`src/core/pss_pkg.sv`:
```
package pss_pkg;

  localparam int          PW          = 14;
  localparam int          NEV         = 5;
  localparam int          DW          = 32;
  localparam int          AW          = 8;

  // Event register slots
  localparam int          EV_TMO      = 0;
  localparam int          EV_OVF      = 1;
  localparam int          EV_FLOW     = 2;
  localparam int          EV_CTS      = 3;
  localparam int          EV_PEND     = 4;

  // Port bits 1..9 module ports, 10..13 serial ports; bit 0 unused
  localparam logic [PW-1:0] PORT_MASK = 14'h3FFE;
  localparam logic [PW-1:0] CTS_PULL  = 14'h3C00;
  localparam logic [PW-1:0] PORT_ONE  = 14'h0001;
  localparam logic [3:0]  MIN_PORT    = 4'h1;
  localparam logic [3:0]  MAX_PORT    = 4'hD;
  localparam int          SUM_BIT     = 15;
  localparam int          SEL_VALID_BIT = 4;
  localparam int          SEL_PORT_W  = 4;

  // Register byte addresses
  localparam logic [AW-1:0] A_TMO_EVT  = 8'h00;
  localparam logic [AW-1:0] A_TMO_EN   = 8'h04;
  localparam logic [AW-1:0] A_OVF_EVT  = 8'h08;
  localparam logic [AW-1:0] A_OVF_EN   = 8'h0C;
  localparam logic [AW-1:0] A_FLOW_EVT = 8'h10;
  localparam logic [AW-1:0] A_FLOW_EN  = 8'h14;
  localparam logic [AW-1:0] A_CTS_EVT  = 8'h18;
  localparam logic [AW-1:0] A_CTS_EN   = 8'h1C;
  localparam logic [AW-1:0] A_PEND_EVT = 8'h20;
  localparam logic [AW-1:0] A_PEND_EN  = 8'h24;
  localparam logic [AW-1:0] A_CTS_LVL  = 8'h28;
  localparam logic [AW-1:0] A_PORT_SEL = 8'h2C;
  localparam logic [AW-1:0] A_IRQ_ST   = 8'h30;
  localparam logic [AW-1:0] A_IRQ_MASK = 8'h34;

  typedef struct packed {
    logic [NEV-1:0][PW-1:0] en;
    logic                   selValid;
    logic [SEL_PORT_W-1:0]  selPort;
    logic [NEV-1:0]         irqSt;
    logic [NEV-1:0]         irqMask;
    logic [NEV-1:0]         sumPrev;
    logic [PW-1:0]          ctsPrev;
    logic [NEV-1:0]         clrSel;
    logic [PW-1:0]          clrBits;
    logic [DW-1:0]          rdata;
    logic                   ready;
    logic                   slverr;
    logic                   irq;
  } pss_state_t;

  typedef struct packed {
    logic [PW-1:0] stage1;
    logic [PW-1:0] stage2;
  } pss_sync_t;

  typedef struct packed {
    logic [PW-1:0] evt;
  } pss_evt_t;

endpackage : pss_pkg

```
`src/core/pss_port_status.sv`:
```
// Operation
// - Timeout query returns bits, clears those returned
// - Timeout enable mask, word or bit writable
// - Overflow query returns bits, clears those returned
// - Overflow enable mask, word or bit writable
// - Flow read clears bits except summary bit
// - Flow enable mask, word or bit writable
// - Clear-to-send level view is live, unlatched
// - Module port unconnected line reads zero
// - Serial port unconnected line reads one
// - Clear-to-send event query clears returned bits
// - Clear-to-send enable mask, word or bit writable
// - Data pending query clears returned bits
// - Data pending enable mask, word or bit writable
// - Optional port selector returns single bit
//
// Local design decisions: the placing of the registers and the APB register port.
`timescale 1ns/1ns
module pss_port_status
  import pss_pkg::*;
(
  input  wire logic          clk,
  input  wire logic          rst_n,
  input  wire logic          psel,
  input  wire logic          penable,
  input  wire logic          pwrite,
  input  wire logic [AW-1:0] paddr,
  input  wire logic [DW-1:0] pwdata,
  output logic      [DW-1:0] prdata,
  output logic               pready,
  output logic               pslverr,
  input  wire logic [PW-1:0] timeoutEvt,
  input  wire logic [PW-1:0] overflowEvt,
  input  wire logic [PW-1:0] flowEvt,
  input  wire logic [PW-1:0] pendingEvt,
  input  wire logic [PW-1:0] ctsPin,
  input  wire logic [PW-1:0] ctsPinDriven,
  output logic               irq
);

  pss_state_t             st_ff;
  pss_state_t             nxt_st;
  logic [NEV-1:0][PW-1:0] setArr;
  logic [NEV-1:0][PW-1:0] clrArr;
  logic [NEV-1:0][PW-1:0] evtArr;
  logic [NEV-1:0]         sumFlag;
  logic [PW-1:0]          ctsPinSync;
  logic [PW-1:0]          ctsDrvSync;
  logic [PW-1:0]          ctsLevel;
  logic [PW-1:0]          ctsChange;
  logic [PW-1:0]          selOneHot;
  logic [DW-1:0]          rdFull;
  logic [NEV-1:0]         evtHit;
  logic [NEV-1:0]         enHit;
  logic                   lvlHit;
  logic                   selHit;
  logic                   irqStHit;
  logic                   irqMaskHit;
  logic                   addrHit;
  logic                   accPhase;
  logic                   xferDone;
  logic                   selOk;

  // Pin level and drive state are synchronised before any logic reads them
  pss_sync #(
    .RST_VAL (CTS_PULL)
  ) u_cts_sync (
    .clk   (clk),
    .rst_n (rst_n),
    .din   (ctsPin),
    .dout  (ctsPinSync)
  );

  pss_sync #(
    .RST_VAL ('0)
  ) u_drv_sync (
    .clk   (clk),
    .rst_n (rst_n),
    .din   (ctsPinDriven),
    .dout  (ctsDrvSync)
  );

  // Undriven lines settle to the board pull level
  assign ctsLevel = (ctsPinSync & ctsDrvSync) | (CTS_PULL & ~ctsDrvSync);

  assign ctsChange = (ctsLevel ^ st_ff.ctsPrev) & PORT_MASK;

  assign setArr[EV_TMO]  = timeoutEvt;
  assign setArr[EV_OVF]  = overflowEvt;
  assign setArr[EV_FLOW] = flowEvt;
  assign setArr[EV_CTS]  = ctsChange;
  assign setArr[EV_PEND] = pendingEvt;

  assign accPhase = psel & penable;
  assign xferDone = accPhase & st_ff.ready;
  assign selOk    = st_ff.selValid && (st_ff.selPort >= MIN_PORT) &&
                    (st_ff.selPort <= MAX_PORT);
  assign selOneHot = PORT_ONE << st_ff.selPort;

  genvar gk;
  generate
    for (gk = 0; gk < NEV; gk++)
    begin : g_evt
      // Only bits captured at read time are cleared on completion
      assign clrArr[gk] = (xferDone && !pwrite && st_ff.clrSel[gk]) ?
                          st_ff.clrBits : '0;
      assign sumFlag[gk] = |(evtArr[gk] & st_ff.en[gk]);

      pss_evt_reg u_evt (
        .clk     (clk),
        .rst_n   (rst_n),
        .setBits (setArr[gk] & PORT_MASK),
        .clrBits (clrArr[gk]),
        .evtBits (evtArr[gk])
      );
    end
  endgenerate

  // Address decode
  always_comb
  begin
    evtHit     = '0;
    enHit      = '0;
    lvlHit     = 1'b0;
    selHit     = 1'b0;
    irqStHit   = 1'b0;
    irqMaskHit = 1'b0;
    addrHit    = 1'b1;
    if (paddr == A_TMO_EVT)
      evtHit[EV_TMO] = 1'b1;
    else if (paddr == A_TMO_EN)
      enHit[EV_TMO] = 1'b1;
    else if (paddr == A_OVF_EVT)
      evtHit[EV_OVF] = 1'b1;
    else if (paddr == A_OVF_EN)
      enHit[EV_OVF] = 1'b1;
    else if (paddr == A_FLOW_EVT)
      evtHit[EV_FLOW] = 1'b1;
    else if (paddr == A_FLOW_EN)
      enHit[EV_FLOW] = 1'b1;
    else if (paddr == A_CTS_EVT)
      evtHit[EV_CTS] = 1'b1;
    else if (paddr == A_CTS_EN)
      enHit[EV_CTS] = 1'b1;
    else if (paddr == A_PEND_EVT)
      evtHit[EV_PEND] = 1'b1;
    else if (paddr == A_PEND_EN)
      enHit[EV_PEND] = 1'b1;
    else if (paddr == A_CTS_LVL)
      lvlHit = 1'b1;
    else if (paddr == A_PORT_SEL)
      selHit = 1'b1;
    else if (paddr == A_IRQ_ST)
      irqStHit = 1'b1;
    else if (paddr == A_IRQ_MASK)
      irqMaskHit = 1'b1;
    else
      addrHit = 1'b0;
  end

  // Full-word read value
  always_comb
  begin
    rdFull = '0;
    for (int k = 0; k < NEV; k++)
    begin
      if (evtHit[k])
        rdFull[PW-1:0] = evtArr[k];
      if (enHit[k])
        rdFull[PW-1:0] = st_ff.en[k];
    end
    if (evtHit[EV_FLOW])
      rdFull[SUM_BIT] = sumFlag[EV_CTS];
    if (lvlHit)
      rdFull[PW-1:0] = ctsLevel;
    if (selHit)
      rdFull[SEL_VALID_BIT:0] = {st_ff.selValid, st_ff.selPort};
    if (irqStHit)
      rdFull[NEV-1:0] = st_ff.irqSt;
    if (irqMaskHit)
      rdFull[NEV-1:0] = st_ff.irqMask;
  end

  always_comb
  begin
    nxt_st       = st_ff;
    nxt_st.ready = accPhase & ~st_ff.ready;
    // Capture read data and the bits to clear one cycle before completion
    if (accPhase && !st_ff.ready)
    begin
      nxt_st.slverr  = ~addrHit;
      nxt_st.clrSel  = '0;
      nxt_st.clrBits = '0;
      nxt_st.rdata   = '0;
      if (!pwrite)
      begin
        nxt_st.clrSel = evtHit;
        if (selOk && (|evtHit || |enHit || lvlHit))
        begin
          nxt_st.rdata[0] = rdFull[st_ff.selPort];
          nxt_st.clrBits  = selOneHot & rdFull[PW-1:0];
        end
        else
        begin
          nxt_st.rdata   = rdFull;
          nxt_st.clrBits = rdFull[PW-1:0] & PORT_MASK;
        end
      end
    end
    if (xferDone && pwrite && addrHit)
    begin
      for (int k = 0; k < NEV; k++)
      begin
        if (enHit[k] && st_ff.selValid)
        begin
          if (selOk)
            nxt_st.en[k][st_ff.selPort] = pwdata[0];
        end
        else if (enHit[k])
          nxt_st.en[k] = pwdata[PW-1:0] & PORT_MASK;
      end
      if (selHit)
      begin
        nxt_st.selValid = pwdata[SEL_VALID_BIT];
        nxt_st.selPort  = pwdata[SEL_PORT_W-1:0];
      end
      if (irqStHit)
        nxt_st.irqSt = st_ff.irqSt & ~pwdata[NEV-1:0];
      if (irqMaskHit)
        nxt_st.irqMask = pwdata[NEV-1:0];
    end
    // Rising summary sets the sticky status after any clear
    nxt_st.irqSt   = nxt_st.irqSt | (sumFlag & ~st_ff.sumPrev);
    nxt_st.sumPrev = sumFlag;
    nxt_st.ctsPrev = ctsLevel;
    nxt_st.irq     = |(nxt_st.irqSt & nxt_st.irqMask);
  end

  always_ff @(posedge clk or negedge rst_n)
  begin
    if (!rst_n)
    begin
      st_ff         <= '0;
      st_ff.ctsPrev <= CTS_PULL;
    end
    else
    begin
      st_ff <= nxt_st;
    end
  end

  assign prdata  = st_ff.rdata;
  assign pready  = st_ff.ready;
  assign pslverr = st_ff.slverr;
  assign irq     = st_ff.irq;
endmodule : pss_port_status

```
`src/core/pss_sync.sv`:
```
`timescale 1ns/1ns
module pss_sync
  import pss_pkg::*;
#(
  parameter logic [PW-1:0] RST_VAL = CTS_PULL
)
(
  input  wire logic          clk,
  input  wire logic          rst_n,
  input  wire logic [PW-1:0] din,
  output logic      [PW-1:0] dout
);

  pss_sync_t st_ff;
  pss_sync_t nxt_st;

  always_comb
  begin
    nxt_st        = st_ff;
    nxt_st.stage1 = din;
    nxt_st.stage2 = st_ff.stage1;
  end

  always_ff @(posedge clk or negedge rst_n)
  begin
    if (!rst_n)
    begin
      st_ff <= {RST_VAL, RST_VAL};
    end
    else
    begin
      st_ff <= nxt_st;
    end
  end

  assign dout = st_ff.stage2;

endmodule : pss_sync

```
`src/core/pss_evt_reg.sv`:
```
`timescale 1ns/1ns
module pss_evt_reg
  import pss_pkg::*;
(
  input  wire logic          clk,
  input  wire logic          rst_n,
  input  wire logic [PW-1:0] setBits,
  input  wire logic [PW-1:0] clrBits,
  output logic      [PW-1:0] evtBits
);

  pss_evt_t st_ff;
  pss_evt_t nxt_st;

  // Set applied after clear so a new event survives the clearing read
  always_comb
  begin
    nxt_st     = st_ff;
    nxt_st.evt = ((st_ff.evt & ~clrBits) | setBits) & PORT_MASK;
  end

  always_ff @(posedge clk or negedge rst_n)
  begin
    if (!rst_n)
    begin
      st_ff <= '0;
    end
    else
    begin
      st_ff <= nxt_st;
    end
  end

  assign evtBits = st_ff.evt;

endmodule : pss_evt_reg

```
`config.mk`:
```
export PLATFORM = sky130hd
export DESIGN_NAME = pss_port_status
export DESIGN_NICKNAME = d
export VERILOG_FILES = /design/src/core/pss_pkg.sv /design/src/core/pss_port_status.sv /design/src/core/pss_sync.sv /design/src/core/pss_evt_reg.sv
export SDC_FILE = /design/constraint.sdc
export NUM_CORES = 1
export LEC_CHECK = 0
export BUFFER_PORTS_ARGS = -buffer_cell sky130_fd_sc_hd__buf_2
export CORE_ASPECT_RATIO = 1.1
export CORE_MARGIN = 3
export CORE_UTILIZATION = 25
export CTS_BUF_LIST = sky130_fd_sc_hd__clkbuf_2
export CTS_CLUSTER_SIZE = 30
export DETAILED_ROUTE_END_ITERATION = 10
export SETUP_SLACK_MARGIN = 0.5
export SLEW_MARGIN = 20
export SYNTH_ARGS = -nofsm -noshare
export SYNTH_HDL_FRONTEND = slang
export SYNTH_HIERARCHICAL = 1
export SYNTH_SLANG_ARGS = --single-unit
```
`constraint.sdc`:
```
create_clock -name clk -period 3.2 [get_ports clk]
set_input_delay 0.32 -clock clk [delete_from_list [all_inputs] [get_ports clk]]
set_output_delay 0.32 -clock clk [all_outputs]
set_load 0.02 [all_outputs]
```
Word level (Yosys, flattened, before mapping)
Cells that the tools add are included.
{"block": "totals", "ff_bits": 279, "mem_bits_ro": 0, "mem_bits_rw": 0, "n_memories": 0, "wordCells": 269, "in_bits": 129, "latchBits": 0}
{"block": "classes", "n_eq_ne": 18, "add_sub_neg": 0, "bitwise": 36, "n_lt_le_gt_ge": 5, "n_reduce_logical": 42, "n_mul": 0, "n_mux": 141, "n_shift": 1, "div_mod_pow": 0}
{"cell": "14-bit 2-to-1 mux", "n": 32}
{"cell": "14-bit AND", "n": 12}
{"cell": "14-bit NOT", "n": 6}
{"cell": "14-bit bitwise OR", "n": 6}
{"cell": "1-bit 2-to-1 mux", "n": 81}
{"cell": "14-bit bitwise mux", "n": 5}
{"cell": "14-bit OR reduction", "n": 5}
{"cell": "51-bit 2-to-1 mux", "n": 1}
{"cell": "8-bit by 6-bit equality test with 1-bit output, second input constant", "n": 6}
{"cell": "8-bit by 5-bit equality test with 1-bit output, second input constant", "n": 4}
{"cell": "5-bit 2-to-1 mux", "n": 6}
{"cell": "1-bit logical AND", "n": 18}
{"cell": "8-bit by 4-bit equality test with 1-bit output, second input constant", "n": 2}
{"cell": "4-bit 2-to-1 mux", "n": 4}
{"cell": "5-bit AND", "n": 3}
{"cell": "15-bit 2-to-1 mux", "n": 1}
{"cell": "3-bit AND reduction", "n": 5}
{"cell": "5-bit OR reduction", "n": 3}
{"cell": "1-bit by 4-bit << shifter with 14-bit output, first input constant", "n": 1}
{"cell": "14-bit XOR", "n": 1}
{"cell": "3-bit 2-to-1 mux", "n": 4}
{"cell": "10-bit 2-to-1 mux", "n": 1}
{"cell": "2-bit inequality test, second input constant", "n": 5}
{"cell": "5-bit NOT", "n": 2}
{"cell": "16 further kinds", "n": 29}

Depth between registers and ports, before layout
{"block": "depth", "ltp_word": 28, "mapped_depth": 12, "ltp_nobuf": 8}

By module
Netlist, hierarchy kept.
{"mod": "pss_port_status", "cells_each": 1173, "seq_area_each_um2": 3508.4, "n_inst": 1, "area_per_inst_um2": 9660.5}
{"mod": "pss_evt_reg", "cells_each": 41, "seq_area_each_um2": 325.3, "n_inst": 5, "area_per_inst_um2": 483.0}
{"mod": "pss_sync at u_cts_sync", "cells_each": 28, "seq_area_each_um2": 710.7, "n_inst": 1, "area_per_inst_um2": 710.7}
{"mod": "pss_sync at u_drv_sync", "cells_each": 28, "seq_area_each_um2": 700.7, "n_inst": 1, "area_per_inst_um2": 700.7}

Least setup slack after synthesis
Ideal clock, no wire load.
{"block": "synth_timing", "kind": "input port to flip-flop", "start": "input paddr[7]", "end": "register st_ff (netlist bit prdata[0])", "cell_stages": 10, "slack_ps": 783, "arrival_time_ps": 2294, "setup_ps": 124, "required_ps": 3076, "cell_sequence": "buf_4 > or4b_1 > buf_2 > or3_1 > a2111oi_1 > a2111oi_2 > o2111ai_1 > a221oi_2 > nand4b_1 > o21ai_1"}
{"block": "synth_via", "elab_chain_cells": 20, "elab_cells_between_ends": 115, "classes_between": "13 x eq/ne; 96 x mux; 6 x reduce/logical"}
{"element": "start: declaration", "line_no": "pss_port_status.sv:27", "source": "input wire logic [AW-1:0] paddr,"}
{"element": "8-bit by 3-bit equality test with 1-bit output (tied with other cells)", "line_no": "pss_port_status.sv:131", "source": "else if (paddr == A_TMO_EN)"}
{"element": "1-bit 2-to-1 mux (tied with other cells)", "line_no": "pss_port_status.sv:131"}
{"element": "5-bit 2-to-1 mux (tied with other cells)", "line_no": "pss_port_status.sv:129", "source": "if (paddr == A_TMO_EVT)"}
{"element": "14-bit 2-to-1 mux (tied with other cells)", "line_no": "pss_port_status.sv:169", "source": "if (enHit[k])"}
{"element": "14-bit 2-to-1 mux (tied with other cells)", "line_no": "pss_port_status.sv:167", "source": "if (evtHit[k])"}
{"element": "14-bit 2-to-1 mux (tied with other cells)", "line_no": "pss_port_status.sv:169"}
{"element": "14-bit 2-to-1 mux (tied with other cells)", "line_no": "pss_port_status.sv:167"}
{"element": "14-bit 2-to-1 mux (tied with other cells)", "line_no": "pss_port_status.sv:169"}
{"element": "(+4 left out)"}
{"element": "14-bit 2-to-1 mux (tied with other cells)", "line_no": "pss_port_status.sv:174", "source": "if (lvlHit)"}
{"element": "5-bit 2-to-1 mux (tied with other cells)", "line_no": "pss_port_status.sv:176", "source": "if (selHit)"}
{"element": "5-bit 2-to-1 mux / 1-bit 2-to-1 mux (equally long branches)", "line_no": "pss_port_status.sv:178, pss_port_status.sv:129"}
{"element": "5-bit 2-to-1 mux", "line_no": "pss_port_status.sv:180", "source": "if (irqMaskHit)"}
{"element": "1-bit binary-select mux with 4-bit select", "line_no": "pss_port_status.sv:200", "source": "nxt_st.rdata[0] = rdFull[st_ff.selPort];"}
{"element": "1-bit 2-to-1 mux (implied by the code)", "line_no": "pss_port_status.sv:200"}
{"element": "1-bit 2-to-1 mux *", "line_no": "pss_port_status.sv:198", "source": "if (selOk && (|evtHit || |enHit || lvlHit))"}
{"element": "51-bit 2-to-1 mux *", "line_no": "pss_port_status.sv:195", "source": "if (!pwrite)"}
{"element": "end signal: assignment", "line_no": "pss_port_status.sv:248", "source": "st_ff <= nxt_st;"}
{"element": "end: declaration", "line_no": "pss_port_status.sv:41", "source": "pss_state_t st_ff;"}
Mark *: on every way between the ends. The rest lies on a longest branch, timed or not. The select of a mux whose other input is x is not followed.
A chain may end at the register's enable or synchronous reset.

Worst setup path after layout
{"block": "layout_timing", "start": "input paddr[5]", "end": "register st_ff (netlist bit prdata[0])"}
The elaborated chain is that of the path after synthesis.

==> impl_metrics.py <==
metrics = {
    "cts": {
        "cts.sinks": 260,
        "cts_made_buffers": 71,
        "clock_latency_on_the_worst_skew_pair_ns": 0.99,
        "htree_levels": 3,
        "post_cts_repair_timing_setup_buffer_count": 0,
        "cts.clk_slew.worst_paths_ns": 0.10,
        "cts_tree": "yes",
        "clockRootBuffer": "clkbuf_2",
        "clock_tree.buffer_depth": 3,
    },
    "global_route": {
        "antenna_found_initial": 7,
        "globalRoute.busiestLayer": "met2",
        "global_route_wire_length_before_repair_mm": 85.62,
        "groute.layer.met1.usage": 0.2720,
        "grt_max_degree": 91,
        "grtUsageMet2": 0.3418,
        "groute.layer.met3.usage": 0.03512,
        "overflow": 0,
        "grt_pass1_vias": 12850,
        "grt_use_total": 0.2051,
    },
    "drt": {
        "routed_via_density": 5.165,
        "antenna_left": 0,
        "route.detailed.wl_per_inst_um": 23.55,
        "drc": 0,
        "routed-via-count": 12930,
        "wl_mm": 58.95,
        "firstDrtPassIters": 6,
        "drc_marker_count_from_the_first_detailed_route_iteration": 1364,
    },
    "die": {
        "cell_row_count": 88,
        "die-height_um": 249.0,
        "core_region_area_um2": 52740,
        "boundaryPins": 164,
        "initial_utilization": 0.2545,
        "die_w_um": 226.9,
        "floorplan.die_area_um2": 56520,
    },
    "power_and_ir_drop": {
        "power_leakage_uw": 0.007421,
        "max-vdd-ir-drop_v": 0.0001375,
        "cellPowerDensity_nw_per_um2": 366.9,
    },
    "critical_path": {
        "path_class": "input port to register",
        "cp.required_ns": 4.11,
        "crit_fanout": 8,
        "critPathArrivalTime_ns": 3.54,
        "critical_path.most_common_cell": "buf_4",
        "worst_setup_path_start_kind": "input port",
        "end_kind": "register",
        "slowest_cell_delay_on_critical_path_ns": 0.57,
        "path_cells": "dlygate4sd3_1, buf_2, buf_4, nor3_1, o221ai_1, a221oi_1, o32ai_1, a2111oi_0, buf_4, nand4b_1, o21ai_1",
        "cpMaxStageDelayCell": "dlygate4sd3_1",
    },
    "timing": {
        "finalCritPeriodShare": 0.8226,
        "setup_violations": 0,
        "rsz0062_at_grt": "false",
        "setup_total_negative_slack_ns": 0,
        "worst_clock_skew_ns": 0.06213,
        "relSlewSlack": 0.4662,
        "min_period_ns": 2.632,
        "max_clock_freq_mhz": 379.9,
        "final-hold-violation-count": 0,
        "worstMarginPinSlew_ns": 0.7986,
        "count_of_pins_over_their_slew_limit": 0,
    },
    "synth": {
        "netlist_area_um2": 13420,
        "synthCells": 1427,
        "synth_warnings": 6,
        "avgSynthCellArea_um2": 9.407,
    },
    "status": {
        "run_status": "finished, final reports clean",
    },
    "min_path": {
        "holdCritPathClass": "input port to register",
    },
    "final_layout": {
        "final_layout_size_suffix_gt1_frac": 0.2165,
        "nets": 1901,
        "final_cells": 2503,
        "area_growth_syn_to_layout_pct": 28.86,
    },
    "run": {
        "cap_violations": 0,
    },
    "place": {
        "final_wtd_congestion": 0.9747,
        "place.detailed.hpwl_mm": 44.81,
        "placed_cells_incl_taps": 2227,
        "portBuffers": 124,
    },
}
final cells by class:
cell class	count	area, µm²
flip-flops and latches	260	6521
diodes	8	20.02
well taps	675	844.6
repair buffers	386	3015
fillers	5363	35440
multi-input cells	963	5948
inverters	90	337.8
clock buffers	96	480.5
clock inverters	25	130.1
power by group:
| part | switching (µW) | internal (µW) | leakage, µW |
|---|---|---|---|
| Sequential | 30.1 | 3340 | 0.00309 |
| Combinational | 379 | 296 | 0.00387 |
| Clock | 1470 | 834 | 0.000454 |
| Total | 1880 | 4470 | 0.00742 |
critical path, delay by kind of cell:
kind,cells,cell delay (ns)
simple gates,2,0.67
compound gates,5,1.45
buf+inv,4,1.09
layout by cell type (no fill, tap or decap), drive strengths merged, types with 5 or more instances in the layout:
cell / n
dfstp: 12
nor4b: 6
clkinv: 22
o221ai: 7
nand3: 23
or3: 8
and3: 69
a22o: 14
diode: 8
nand2b: 16
mux2: 13
a21boi: 5
o41ai: 11
nor2: 114
a211oi: 10
xnor2: 9
o211ai: 6
and2: 7
a21o: 73
o22ai: 15
a221oi: 15
a2111oi: 7
a21oi: 154
a22oi: 41
buf: 239
o21ai: 39
nand4: 6
conb: 22
nor2b: 17
o2111ai: 6
mux2i: 17
clkbuf: 96
nor3: 12
a31oi: 69
inv: 90
dfrtp: 248
nand2: 94
dlygate4sd3: 147
routing by layer:
metal	share of wire	vias up	wire, µm
met1	0.43	6388	25420
met2	0.48	596	28520
met4	0.023	0	1343
li1	-	5860	-
met3	0.062	84	3667
met5	0	-	0
final timing paths:
kind / start / end / slack (ns) / cells after the start
worst max-delay path: paddr[5] / prdata[0]$_DFFE_PN0P_ / 0.57 / 11
worst min-delay path: overflowEvt[7] / g_evt[1].u_evt/evtBits[7]$_DFF_PN0_ / 0.06 / 3
worst max register to register: st_ff[85]$_DFFE_PN0P_ / prdata[0]$_DFFE_PN0P_ / 0.66 / 9
worst min register to register: u_cts_sync/nxt_st[6]$_DFF_PN0_ / u_cts_sync/dout[6]$_DFF_PN0_ / 0.35 / 0
max in group asynchronous: rst_n / u_cts_sync/nxt_st[11]$_DFF_PN1_ / 1.86 / 4
min in group asynchronous: rst_n / u_drv_sync/dout[4]$_DFF_PN0_ / 0.42 / 3
what timing repair did:
| action | in CTS | in global routing |
|---|---|---|
| hold buffers | 147 | 0 |
| gates resized for setup | 0 | 1 |
| hold endpoints to repair | 438 | 0 |
| setup endpoints to repair | 0 | 54 |
state kept, by name, indices dropped and copies added, names as in the netlist:
name                 count
u_drv_sync/dout         14
u_drv_sync/nxt_st       14
prdata                  15
u_cts_sync/dout         14
pslverr                  1
st_ff                  121
irq                      1
pready                   1
g_evt.u_evt/evtBits     65
u_cts_sync/nxt_st       14
through the flow:
stage | worst slack (ns) | instance area (µm²) | total power, µW | hold slack (ns) | utilization
global placement | 0.1324 | 15190 | 3956 | 0.3350 | 0.2880
finish | 0.5678 | 17300 | 6347 | 0.06344 | 0.3280
floorplan | 0.7826 | 13480 | 3682 | 0.02441 | -
detailed placement | 0.1846 | 15190 | 3965 | 0.3347 | 0.2880
global route | 0.5128 | 17290 | 6675 | 0.03909 | 0.3278
CTS | 0.6538 | 17270 | 6447 | 0.0005295 | 0.3275
(Power assumes the default switching activity.)
